$ cat src/verilog/fdl_pkg.sv
package fdl_pkg;
	// -------------------------------------------------------------
	// link control codes
	// -------------------------------------------------------------
	localparam logic [7:0] FDL_DLE = 8'h10;
	localparam logic [7:0] FDL_STX = 8'h02;
	localparam logic [7:0] FDL_ETX = 8'h03;
	localparam logic [7:0] FDL_ACK = 8'h06;
	localparam logic [7:0] FDL_NAK = 8'h15;
	localparam logic [7:0] FDL_ENQ = 8'h05;
	// -------------------------------------------------------------
	// message limits and header bytes for duplicate detection
	// -------------------------------------------------------------
	localparam logic [7:0] FDL_MIN_LEN = 8'h06;
	localparam logic [7:0] FDL_MAX_LEN = 8'hfa;
	localparam int FDL_BUF_D = 250;
	localparam int FDL_HB0 = 1;
	localparam int FDL_HB1 = 2;
	localparam int FDL_HB2 = 4;
	localparam int FDL_HB3 = 5;
	// -------------------------------------------------------------
	// widths, option fields, reset values
	// -------------------------------------------------------------
	localparam int FDL_TW = 16;
	localparam int FDL_CW = 4;
	localparam int FDL_FIFO_W = 9;
	localparam int FDL_FIFO_D = 16;
	localparam int FDL_OPT_DUP = 0;
	localparam int FDL_OPT_ADDR = 1;
	localparam logic FDL_LAST_RST = 1'b0;
endpackage

$ cat src/verilog/fdl_link.sv
`timescale 1ns/1ps

// -------------------------------------------------------------
// message source buffer
// -------------------------------------------------------------
module fdl_fifo #(
	parameter int W = 9,
	parameter int D = 16
) (
	input wire logic ref_clk,
	input wire logic nrst,
	input wire logic [W-1:0] in_data,
	input wire logic in_valid,
	output logic in_ready,
	output logic [W-1:0] out_data,
	output logic out_valid,
	input wire logic out_ready
);
	localparam int AW = $clog2(D);
	logic [W-1:0] mem [D];
	logic [AW-1:0] wp_q, rp_q;
	logic [AW:0] cnt_q, cnt_d;
	wire push = in_valid && in_ready;
	wire pop = out_valid && out_ready;
	assign cnt_d = cnt_q + (AW+1)'(push) - (AW+1)'(pop);
	assign out_valid = cnt_q != '0;
	assign out_data = mem[rp_q];
	always_ff @(posedge ref_clk) begin
		if (push) begin
			mem[wp_q] <= in_data;
		end
	end
	always_ff @(posedge ref_clk) begin
		if (!nrst) begin
			wp_q <= '0;
			rp_q <= '0;
			cnt_q <= '0;
			in_ready <= 1'b0;
		end else begin
			wp_q <= wp_q + AW'(push);
			rp_q <= rp_q + AW'(pop);
			cnt_q <= cnt_d;
			in_ready <= cnt_d != (AW+1)'(D);
		end
	end
endmodule

// Contract
// - idle with offered message: send packet, wait
// - acknowledge reply: report success, next message
// - negative reply: count, resend; over cap fails
// - timeout: send enquiry, count, restart timer
// - enquiry count over cap: report failure
// - both retry counters cleared per message
// - other reply codes ignored while waiting
// - packet: start, data with check, end, check
// - last reply kept, resets negative, resent on enquiry
// - idle drops all but start/enquiry; marks negative
// - start resets check sum and buffer
// - store data; past full drop, keep summing
// - serial errors during assembly latch error flag
// - stray control code aborts, negative reply
// - end checks error, sum, length, address
// - duplicate header: discard, still acknowledge
// - duplicate test off when option cleared
// - sink full negative; else forward, save, acknowledge
// - every sent reply stored as last reply
// - check byte is negated byte sum of data
// - escape data byte doubled, counted once
// - length must be 6 to 250 bytes
// - header is message bytes 2,3,5,6
module fdl_link
	import fdl_pkg::*;
(
	input wire logic ref_clk,
	input wire logic nrst,
	input wire logic [7:0] src_data,
	input wire logic src_last,
	input wire logic src_valid,
	output logic src_ready,
	output logic src_done,
	output logic src_ok,
	output logic [7:0] tx_byte,
	output logic tx_valid,
	input wire logic tx_ready,
	input wire logic rep_valid,
	input wire logic [7:0] rep_code,
	input wire logic [FDL_TW-1:0] cfg_timeout,
	input wire logic [FDL_CW-1:0] cfg_nak_cap,
	input wire logic [FDL_CW-1:0] enquiry_retry_cap,
	input wire logic [1:0] option_switch_group,
	input wire logic [7:0] cfg_addr,
	input wire logic [7:0] rx_byte,
	input wire logic rx_valid,
	input wire logic rx_err,
	output logic rx_ready,
	output logic [7:0] rsp_byte,
	output logic rsp_valid,
	input wire logic rsp_ready,
	input wire logic sink_full,
	output logic [7:0] sink_data,
	output logic sink_valid,
	output logic sink_last
);
	typedef enum logic [3:0] {
		T_IDLE, T_LOAD, T_SOH, T_STX, T_DATA, T_DDLE, T_EDLE,
		T_ETX, T_CKB, T_WAIT, T_QDLE, T_QENQ
	} fdl_tx_st_t;
	typedef enum logic [2:0] {R_IDLE, R_BUILD, R_CKB, R_CHECK, R_FWD} fdl_rx_st_t;
	typedef enum logic [1:0] {RS_IDLE, RS_ESC, RS_CODE} fdl_rs_t;

	// -------------------------------------------------------------
	// transmitter
	// -------------------------------------------------------------
	fdl_tx_st_t t_st_q;
	logic [7:0] tbuf [FDL_BUF_D];
	logic [7:0] tlen_q, idx_q, tsum_q;
	logic [FDL_TW-1:0] tmr_q, tmo_q;
	logic [FDL_CW-1:0] nak_q, enq_q, nakcap_q, enqcap_q;
	logic [FDL_FIFO_W-1:0] fo_data;
	logic fo_valid, t_emit;
	logic [7:0] t_byte;

	wire fo_ready = t_st_q == T_LOAD;
	wire free = !tx_valid || tx_ready;
	wire [7:0] t_cur = tbuf[idx_q];
	wire rep_ack = rep_valid && rep_code == FDL_ACK;
	wire rep_nak = rep_valid && rep_code == FDL_NAK;

	fdl_fifo #(.W(FDL_FIFO_W), .D(FDL_FIFO_D)) u_fifo (
		.ref_clk(ref_clk),
		.nrst(nrst),
		.in_data({src_last, src_data}),
		.in_valid(src_valid),
		.in_ready(src_ready),
		.out_data(fo_data),
		.out_valid(fo_valid),
		.out_ready(fo_ready)
	);

	always_comb begin
		t_emit = 1'b1;
		t_byte = FDL_DLE;
		unique case (t_st_q)
			T_STX: t_byte = FDL_STX;
			T_DATA: begin
				t_emit = idx_q != tlen_q;
				t_byte = t_cur;
			end
			T_ETX: t_byte = FDL_ETX;
			T_CKB: t_byte = 8'h00 - tsum_q;
			T_QENQ: t_byte = FDL_ENQ;
			T_SOH, T_DDLE, T_EDLE, T_QDLE: t_emit = 1'b1;
			T_IDLE, T_LOAD, T_WAIT: t_emit = 1'b0;
		endcase
	end

	always_ff @(posedge ref_clk) begin
		if (t_st_q == T_LOAD && fo_valid && tlen_q < FDL_MAX_LEN) begin
			tbuf[tlen_q] <= fo_data[7:0];
		end
	end

	always_ff @(posedge ref_clk) begin
		if (!nrst) begin
			tx_valid <= 1'b0;
			tx_byte <= 8'h00;
		end else if (free) begin
			tx_valid <= t_emit;
			tx_byte <= t_byte;
		end
	end

	always_ff @(posedge ref_clk) begin
		if (!nrst) begin
			t_st_q <= T_IDLE;
			tlen_q <= 8'h00;
			idx_q <= 8'h00;
			tsum_q <= 8'h00;
			tmr_q <= '0;
			tmo_q <= '0;
			nak_q <= '0;
			enq_q <= '0;
			nakcap_q <= '0;
			enqcap_q <= '0;
			src_done <= 1'b0;
			src_ok <= 1'b0;
		end else begin
			src_done <= 1'b0;
			unique case (t_st_q)
				T_IDLE: if (fo_valid) begin
					tmo_q <= cfg_timeout;
					nakcap_q <= cfg_nak_cap;
					enqcap_q <= enquiry_retry_cap;
					nak_q <= '0;
					enq_q <= '0;
					tlen_q <= 8'h00;
					t_st_q <= T_LOAD;
				end
				T_LOAD: if (fo_valid) begin
					if (tlen_q < FDL_MAX_LEN) begin
						tlen_q <= tlen_q + 8'h01;
					end
					if (fo_data[8]) begin
						t_st_q <= T_SOH;
					end
				end
				T_SOH: if (free) begin
					t_st_q <= T_STX;
				end
				T_STX: if (free) begin
					tsum_q <= 8'h00;
					idx_q <= 8'h00;
					t_st_q <= T_DATA;
				end
				T_DATA: if (free) begin
					if (idx_q == tlen_q) begin
						t_st_q <= T_EDLE;
					end else begin
						tsum_q <= tsum_q + t_cur;
						if (t_cur == FDL_DLE) begin
							t_st_q <= T_DDLE;
						end else begin
							idx_q <= idx_q + 8'h01;
						end
					end
				end
				T_DDLE: if (free) begin
					idx_q <= idx_q + 8'h01;
					t_st_q <= T_DATA;
				end
				T_EDLE: if (free) begin
					t_st_q <= T_ETX;
				end
				T_ETX: if (free) begin
					t_st_q <= T_CKB;
				end
				T_CKB, T_QENQ: if (free) begin
					tmr_q <= tmo_q;
					t_st_q <= T_WAIT;
				end
				T_QDLE: if (free) begin
					t_st_q <= T_QENQ;
				end
				T_WAIT: begin
					if (rep_ack) begin
						src_done <= 1'b1;
						src_ok <= 1'b1;
						t_st_q <= T_IDLE;
					end else if (rep_nak) begin
						if (nak_q >= nakcap_q) begin
							src_done <= 1'b1;
							src_ok <= 1'b0;
							t_st_q <= T_IDLE;
						end else begin
							nak_q <= nak_q + 1'b1;
							t_st_q <= T_SOH;
						end
					end else if (tmr_q == '0) begin
						if (enq_q >= enqcap_q) begin
							src_done <= 1'b1;
							src_ok <= 1'b0;
							t_st_q <= T_IDLE;
						end else begin
							enq_q <= enq_q + 1'b1;
							t_st_q <= T_QDLE;
						end
					end else begin
						tmr_q <= tmr_q - 1'b1;
					end
				end
			endcase
		end
	end

	// -------------------------------------------------------------
	// receiver
	// -------------------------------------------------------------
	fdl_rx_st_t r_st_q;
	fdl_rs_t rs_q;
	logic [7:0] rbuf [FDL_BUF_D];
	logic [7:0] rlen_q, sum_q, fidx_q;
	logic [31:0] hdr_q;
	logic hdr_ok_q, esc_q, err_q, ckb_ok_q, last_ack_q;
	logic rq_go, rq_ack;

	wire take = rx_valid && rx_ready;
	wire is_dle = rx_byte == FDL_DLE;
	wire dat = take && (esc_q ? is_dle : !is_dle);
	wire ctl = take && esc_q && !is_dle;
	wire [31:0] hdr_now = {rbuf[FDL_HB0], rbuf[FDL_HB1], rbuf[FDL_HB2], rbuf[FDL_HB3]};
	wire len_ok = rlen_q >= FDL_MIN_LEN && rlen_q <= FDL_MAX_LEN;
	wire addr_ok = !option_switch_group[FDL_OPT_ADDR] || rbuf[0] == cfg_addr;
	wire msg_ok = !err_q && ckb_ok_q && len_ok && addr_ok;
	wire dup = option_switch_group[FDL_OPT_DUP] && hdr_ok_q && hdr_q == hdr_now;
	wire idle_enq = r_st_q == R_IDLE && ctl && rx_byte == FDL_ENQ;
	wire build_abort = r_st_q == R_BUILD && ctl && rx_byte != FDL_ETX;
	wire chk = r_st_q == R_CHECK;
	wire fwd_go = chk && msg_ok && !dup && !sink_full;

	assign rq_go = idle_enq || build_abort || chk;
	assign rq_ack = idle_enq ? last_ack_q : (chk && msg_ok && (dup || !sink_full));

	always_ff @(posedge ref_clk) begin
		if (r_st_q == R_BUILD && dat && rlen_q < FDL_MAX_LEN) begin
			rbuf[rlen_q] <= rx_byte;
		end
	end

	always_ff @(posedge ref_clk) begin
		if (!nrst) begin
			rs_q <= RS_IDLE;
			rsp_valid <= 1'b0;
			rsp_byte <= 8'h00;
			last_ack_q <= FDL_LAST_RST;
		end else begin
			unique case (rs_q)
				RS_IDLE: if (rq_go) begin
					last_ack_q <= rq_ack;
					rsp_byte <= FDL_DLE;
					rsp_valid <= 1'b1;
					rs_q <= RS_ESC;
				end else if (r_st_q == R_IDLE && take && !(esc_q && rx_byte == FDL_STX) && !(!esc_q && is_dle)) begin
					last_ack_q <= 1'b0;
				end
				RS_ESC: if (rsp_ready) begin
					rsp_byte <= last_ack_q ? FDL_ACK : FDL_NAK;
					rs_q <= RS_CODE;
				end
				RS_CODE: if (rsp_ready) begin
					rsp_valid <= 1'b0;
					rs_q <= RS_IDLE;
				end
			endcase
		end
	end

	always_ff @(posedge ref_clk) begin
		if (!nrst) begin
			r_st_q <= R_IDLE;
			rx_ready <= 1'b0;
			esc_q <= 1'b0;
			err_q <= 1'b0;
			ckb_ok_q <= 1'b0;
			rlen_q <= 8'h00;
			sum_q <= 8'h00;
			fidx_q <= 8'h00;
			hdr_q <= '0;
			hdr_ok_q <= 1'b0;
			sink_valid <= 1'b0;
			sink_last <= 1'b0;
			sink_data <= 8'h00;
		end else begin
			rx_ready <= (r_st_q == R_IDLE || r_st_q == R_BUILD || r_st_q == R_CKB)
				&& rs_q == RS_IDLE && !take && !rq_go;
			sink_valid <= 1'b0;
			sink_last <= 1'b0;
			if (take) begin
				esc_q <= !esc_q && is_dle && r_st_q != R_CKB;
			end
			unique case (r_st_q)
				R_IDLE: if (ctl && rx_byte == FDL_STX) begin
					sum_q <= 8'h00;
					rlen_q <= 8'h00;
					err_q <= 1'b0;
					r_st_q <= R_BUILD;
				end
				R_BUILD: begin
					if (take && rx_err) begin
						err_q <= 1'b1;
					end
					if (dat) begin
						sum_q <= sum_q + rx_byte;
						if (rlen_q != 8'hff) begin
							rlen_q <= rlen_q + 8'h01;
						end
					end else if (ctl) begin
						r_st_q <= rx_byte == FDL_ETX ? R_CKB : R_IDLE;
					end
				end
				R_CKB: if (take) begin
					ckb_ok_q <= 8'(sum_q + rx_byte) == 8'h00;
					r_st_q <= R_CHECK;
				end
				R_CHECK: begin
					fidx_q <= 8'h00;
					if (fwd_go) begin
						hdr_q <= hdr_now;
						hdr_ok_q <= 1'b1;
					end
					r_st_q <= fwd_go ? R_FWD : R_IDLE;
				end
				R_FWD: begin
					sink_valid <= 1'b1;
					sink_data <= rbuf[fidx_q];
					sink_last <= fidx_q == rlen_q - 8'h01;
					fidx_q <= fidx_q + 8'h01;
					if (fidx_q == rlen_q - 8'h01) begin
						r_st_q <= R_IDLE;
					end
				end
			endcase
		end
	end
endmodule

$ cat config.mk
export PLATFORM = sky130hd
export DESIGN_NAME = fdl_link
export DESIGN_NICKNAME = d
export VERILOG_FILES = /design/src/verilog/fdl_pkg.sv /design/src/verilog/fdl_link.sv
export SDC_FILE = /design/constraint.sdc
export NUM_CORES = 2
export LEC_CHECK = 0
export BUFFER_PORTS_ARGS = -buffer_cell sky130_fd_sc_hd__buf_2
export CAP_MARGIN = 10
export CORE_MARGIN = 1
export CORE_UTILIZATION = 55
export DETAILED_ROUTE_END_ITERATION = 16
export MAX_ROUTING_LAYER = met4
export PLACE_DENSITY_LB_ADDON = 0.05
export SETUP_SLACK_MARGIN = 0.3
export SLEW_MARGIN = 25
export SYNTH_ARGS = -nofsm -noshare
export SYNTH_HDL_FRONTEND = slang
export SYNTH_MEMORY_MAX_BITS = 65536
export SYNTH_SLANG_ARGS = --single-unit
$ cat constraint.sdc
create_clock -name ref_clk -period 6.05 [get_ports ref_clk]
set_input_delay 1.21 -clock ref_clk [delete_from_list [all_inputs] [get_ports ref_clk]]
set_output_delay 1.21 -clock ref_clk [all_outputs]
set_load 0.005 [all_outputs]
### Word-level counts from Yosys, hierarchy flattened

Memory sizes are Yosys's and may differ from the RTL's. A register that Yosys moved wholly into a read port is not among the register bits.
Index checks and enable logic that the tools add are counted.

| word-level totals | value |
|---|---|
| register bits | 179 |
| bits in latches | 0 |
| memory bits (writable) | 4,144 |
| memory bits (read-only) | 0 |
| input bits | 68 |
| word-level logic and storage cells | 326 |
| memories | 3 |

Memory list:

| name | words | bits a word | read ports | clocked after memory_dff | wr ports | line | RTL |
|---|---|---|---|---|---|---|---|
| rbuf | 250 | 8 | 6 | 1 | 1 | fdl_link.sv:281 | `logic [7:0] rbuf [FDL_BUF_D];` |
| tbuf | 250 | 8 | 1 | 1 | 1 | fdl_link.sv:116 | `logic [7:0] tbuf [FDL_BUF_D];` |
| u_fifo.mem | 16 | 9 | 1 | 1 | 1 | fdl_link.sv:20 | `logic [W-1:0] mem [D];` |

| operators by class | value |
|---|---|
| add/subtract/negate cells | 15 |
| multipliers | 0 |
| div/mod/pow operators | 0 |
| magnitude comparators | 6 |
| equality and inequality tests | 70 |
| shift-type cells | 0 |
| multiplexer cells | 101 |
| bitwise operators | 0 |
| reductions and logical operators | 97 |

Operators by type and width:

| kind | number |
|---|---|
| 8-bit two-way mux | 18 |
| 4-bit two-way mux | 25 |
| 8-bit case mux with 2 select lines | 6 |
| 16-bit two-way mux | 4 |
| 2-bit inequality test (second input constant) | 28 |
| 4-bit case mux with 10 select lines | 1 |
| 8-bit case mux with 5 select lines | 1 |
| 1-bit logical AND | 36 |
| 8-bit by 1-bit adder with 8-bit output (second input constant) | 4 |
| 32-bit equality test | 1 |
| 16-bit case mux with 2 select lines | 1 |
| 1-bit two-way mux | 25 |
| 8-bit by 5-bit equality test with 1-bit output (second input constant) | 3 |
| 8-bit equality test | 3 |
| 8-bit case mux with 3 select lines | 1 |
| 3-bit two-way mux | 6 |
| 3-bit AND reduction | 6 |
| 2-bit nonzero test | 9 |
| 8-bit adder | 2 |
| 4-bit by 3-bit equality test with 1-bit output (second input constant) | 4 |
| 4-bit equality test (second input constant) | 4 |
| 8-bit by 2-bit equality test with 1-bit output (second input constant) | 2 |
| 8-bit by 3-bit equality test with 1-bit output (second input constant) | 2 |
| 16-bit logical NOT | 1 |
| 47 further kinds | 96 |

### Depth between registers and ports, before layout

| logic depth | value |
|---|---|
| depth in word-level cells | 9 |
| mapped depth | 23 |
| gate-level depth less buffers | 17 |

### Cells and area by module

Synthesis repeated with hierarchy kept, for this count alone.

| unflattened totals | value |
|---|---|
| cell total of the unflattened synthesis | 8,491 |
| area, all modules | 172,518.0 um^2 |

Modules (own cells, without submodules):

| module | instances | cells an instance | area an instance (um^2) |
|---|---|---|---|
| fdl_link | 1 | 8,177 | 166,246.9 |
| fdl_fifo | 1 | 314 | 6,271.0 |

### Least setup slack after synthesis

Ideal clock, no wire load.

| path | value |
|---|---|
| kind | input to register |
| start | input port rx_byte[3] |
| end | memory rbuf[150][0] (enable) |
| arrival | 3.719 ns |
| data required time | 5.680 ns |
| path slack | 1.960 ns |
| cell stages on the path | 10 |
| cells stage by stage | or4_1 -> or4_1 -> inv_1 -> ha_1 -> nand2_1 -> clkbuf_1 -> nor3_1 -> nand2_1 -> clkbuf_1 -> nor2_1 |

| on the way | value |
|---|---|
| word-level cells in the longest chain between the ends | 8 |

RTL lines:

| element | line | RTL |
|---|---|---|
| start, declared | fdl_link.sv:93 | `input wire logic [7:0] rx_byte,` |
| 8-bit by 5-bit equality test with 1-bit output * | fdl_link.sv:288 | `wire is_dle = rx_byte == FDL_DLE;` |
| 1-bit logical NOT | fdl_link.sv:289 | `wire dat = take && (esc_q ? is_dle : !is_dle);` |
| 1-bit two-way mux * | fdl_link.sv:289 |  |
| 1-bit logical AND * | fdl_link.sv:289 |  |
| 1-bit logical AND * (2 in a row) | fdl_link.sv:305 | `if (r_st_q == R_BUILD && dat && rlen_q < FDL_MAX_LEN) begin` |
| 1-bit two-way mux * | fdl_link.sv:305 |  |
| 1-bit two-way mux (not written as such) * | fdl_link.sv:306 | `rbuf[rlen_q] <= rx_byte;` |
| end, declared | fdl_link.sv:281 |  |

Every way passes the cells marked *; elsewhere a longest branch is shown, timed or not.

==> impl_results.md <==
* Sequential share of the synthesized area at 75.3%
* Clock Skews at 0.0481 ns
* Dpl hpwl at 284000 µm
* DRT iter0 DRCs at 10500
* GPL Wtd Cong at 0.936
* Fin Setup TNS at 0 ns
* # nets final at 8961
* Insertion delay to the later sink of the worst-skew pair at 0.99 ns
* Port Buf Inserts at 95
* Total Routing Usage GR at 29.7%
* Chip Width at 562 µm
* I/O Pins at 100
* Crit Path Category: flip-flop to flip-flop
* Max_slew headroom at 16.3%
* # setup viols final at 0
* Clock transition at path regs at 0.06 ns
* Worst r2r dst: tsum_q[7]
* Footprint of the multi-input gates at 40100 µm²
* Max rail drop VDD at 348 µV
* Yosys reg bits at 4383
* Total Die Area at 315000 µm²
* Total gr overflow at 0
* Wire per inst at 34.0 µm
* Clk sinks at 4383
* Reg2reg setup slack at 0.42 ns
* Drt total wl at 453000 µm
* Core area at 312000 µm²
* Pins Over Slew Limit at 0
* CP startpoint kind: flip-flop
* Crit path time final at 5.63 ns
* Status: finished, final reports clean
* Die Height at 562 µm
* Core Util, Final at 62.1%
* Row count at 205
* Area delta synth->final at 12.4%
* Synth unique cells at 91
* Total number of H-tree levels at 5
* FF-to-FF path depth at 17
* Hold path cells at 2
* First-pass GRT wire length at 645000 µm
* # Max-Cap Violations at 0
* Hold Buf Count CTS at 0
* CP max FO at 14
* Syn Area/Cell at 20.6 µm²
* Fraction of layout cells with a size suffix above 1 at 25.9%
* Hold Vio Cnt, Final at 0
* Total number of vias at 86600
* Max clock buf depth at 4
* Mapped Cells at 8371
* CTS tree: done
* CTS buffer count at 439
* CP required at 6.93 ns
* Synth Flop Type: edfxtp_1
* Ys Warns at 0
* Clock root buffer: clkbuf_16
* Routed Antenna Nets at 0
* Post-route clock period utilization at 93.0%
* Cell Area, Placed at 179000 µm²
* Post-route DRC at 0
* Post-synth EDFFs at 4192
* Vias in the first global route at 85700
* Nature of the critical path endpoint: flip-flop
* Register area at 130000 µm²
* Critical path arrival at 6.51 ns
* Initial core utilization at 55.3%
* Design Area, Final at 194000 µm²
* HP Start: hdr_ok_q
* Leakage power at 0.0593 µW
* Cell area after synthesis at 172000 µm²
* RSZ-0062 raised after global routing: false
* Async set or reset register ratio after synthesis at 0%
* TritonRoute pass-1 iters at 8
* Fillers at 21700
* Worst Hold Endpoint: hdr_ok_q
* Initial antenna violation count at 12
* PD cells at 343 nW/µm²
* Fmax at 178 MHz
* Worst-Margin Slew at 1.26 ns
* Total power at 66300 µW
* Worst Hold Class: flip-flop to flip-flop
* Vias per cell at 6.49
* Pin count of the biggest net entering global routing at 228
-- where the power goes --
group / switching, µW / internal, µW
registers: 168 / 35200
clock network: 11400 / 15300
logic: 3360 / 891
total: 15000 / 51400
-- metrics by stage --
step | setup WS (ns) | instances | hold slack, ns
6_report | 0.421 | 13300 | 0.449
3_5_place_dp | 0.370 | 12500 | 0.441
5_1_grt | 0.373 | 13300 | 0.466
3_3_place_gp | 0.276 | 12500 | 0.434
4_1_cts | 0.319 | 13300 | 0.419
2_1_floorplan | 1.96 | 8406 | 0.426
-- layout make-up --
class,count,area share (%)
Timing Repair Buffer,471,2.16
Clock inverter,244,1.22
Inverter,59,0.116
Sequential cell,4383,67.0
Tap cell,4140,2.68
Multi-Input combinational cell,3485,20.7
Antenna cell,5,0.00646
Clock buffer,557,6.08
-- how the worst max path moves through the flow --
stage	startpoint	end	slack (ns)	cells after the start
after floorplan	rx_byte[3]	rbuf[150][0]	1.96	10
after global placement	flip-flop	tsum_q[7]	0.28	17
after detailed placement	flip-flop	tsum_q[7]	0.37	16
after CTS	flip-flop	tsum_q[7]	0.32	16
after global routing	flip-flop	tsum_q[7]	0.37	16
final	flip-flop	tsum_q[7]	0.42	17
-- sequential cells by signal, indices dropped and copies added, names as in the netlist, 16 cells and up, named ones only --
| register | flops |
|---|---|
| hdr_q | 32 |
| rbuf | 2048 |
| tbuf | 2000 |
| tmo_q | 16 |
| tmr_q | 16 |
| u_fifo.mem | 144 |
-- cell usage after synthesis, types with 30 or more instances --
library cell | n | share of area (%)
mux2_2 | 30 | 0.20
nand2_1 | 282 | 0.61
o21ai_0 | 60 | 0.17
clkbuf_1 | 256 | 0.56
a21oi_1 | 151 | 0.44
buf_2 | 65 | 0.19
a22oi_1 | 89 | 0.39
dfxtp_1 | 191 | 2.2
xor2_1 | 52 | 0.26
buf_1 | 63 | 0.14
mux2i_1 | 147 | 0.85
ha_1 | 51 | 0.37
a31oi_1 | 30 | 0.11
nor2_1 | 738 | 1.6
inv_1 | 52 | 0.11
edfxtp_1 | 4192 | 73
o22ai_1 | 41 | 0.15
nor3_1 | 52 | 0.15
nand3_1 | 69 | 0.20
mux4_2 | 1183 | 15
buf_4 | 49 | 0.21
xnor2_1 | 46 | 0.23
nand2b_1 | 36 | 0.13
-- cell families (layout without fill, tap and decap cells) --
logic type,count (synthesis),count (layout),synth area share [%]
multiplexers,1362,1362,16.5
AND/OR/NAND/NOR,1377,1377,3.51
AO/OA/AOI/OAI,558,558,2.17
XOR/XNOR,98,98,0.498
flip-flops,4383,4383,75.3
buffers and inverters,538,1331,1.59
other,1,41,0.00218
adder cells (fa/ha/maj),54,54,0.405
-- layout by cell type, fill, tap and decap left out, types with 14 or more instances in the layout --
master	instances
edfxtp_1	4192
a21oi_1	151
clkbuf_1	93
nor3_1	51
a22oi_1	89
clkinv_2	77
clkbuf_16	448
nor2b_1	25
nand2b_1	35
a22o_1	17
clkinv_1	96
xnor2_1	46
conb_1	36
or3_1	17
nor2_2	19
nand4_1	27
o22ai_1	41
nor4_1	21
a221oi_1	16
and3_1	17
nand2_1	276
ha_1	51
o211ai_1	14
buf_4	313
clkbuf_8	20
mux2_2	30
dfxtp_1	177
mux2i_1	147
buf_2	87
inv_1	51
bufinv_16	37
mux4_2	1175
nor2_1	717
a31oi_1	30
nand3_1	67
and2_1	27
o21ai_0	60
buf_12	59
xor2_1	52
a211oi_1	26
-- worst max-delay path, stage by stage, from the launching register on --
cell	delay [ns]
dfxtp_4	0.77
buf_4	0.33
inv_2	0.31
buf_4	0.28
mux2i_1	0.11
mux4_2	0.47
o21ai_0	0.91
and3_1	0.35
ha_1	0.25
a21o_1	0.18
a21oi_1	0.22
o21bai_1	0.09
a21oi_1	0.28
o21bai_1	0.09
a21oi_1	0.20
xor2_1	0.10
or4_1	0.41
a31oi_1	0.13
-- repair_timing --
action                     4_1_cts  5_1_grt
resized for setup                0        0
buffers inserted                 0        1
setup endpoints to repair        0        1
-- layer usage --
metal | share of wire [%] | wire length [µm] | up-vias | track usage, %
met1 | 40 | 181000 | 46400 | 41.1
met4 | 3.8 | 17400 | 0 | 9.80
met5 | 0 | 0 | - | -
met3 | 7.3 | 33000 | 788 | 3.81
li1 | - | - | 35500 | -
met2 | 49 | 222000 | 3952 | 46.5
No activity file was read; power rests on OpenSTA's default activity.
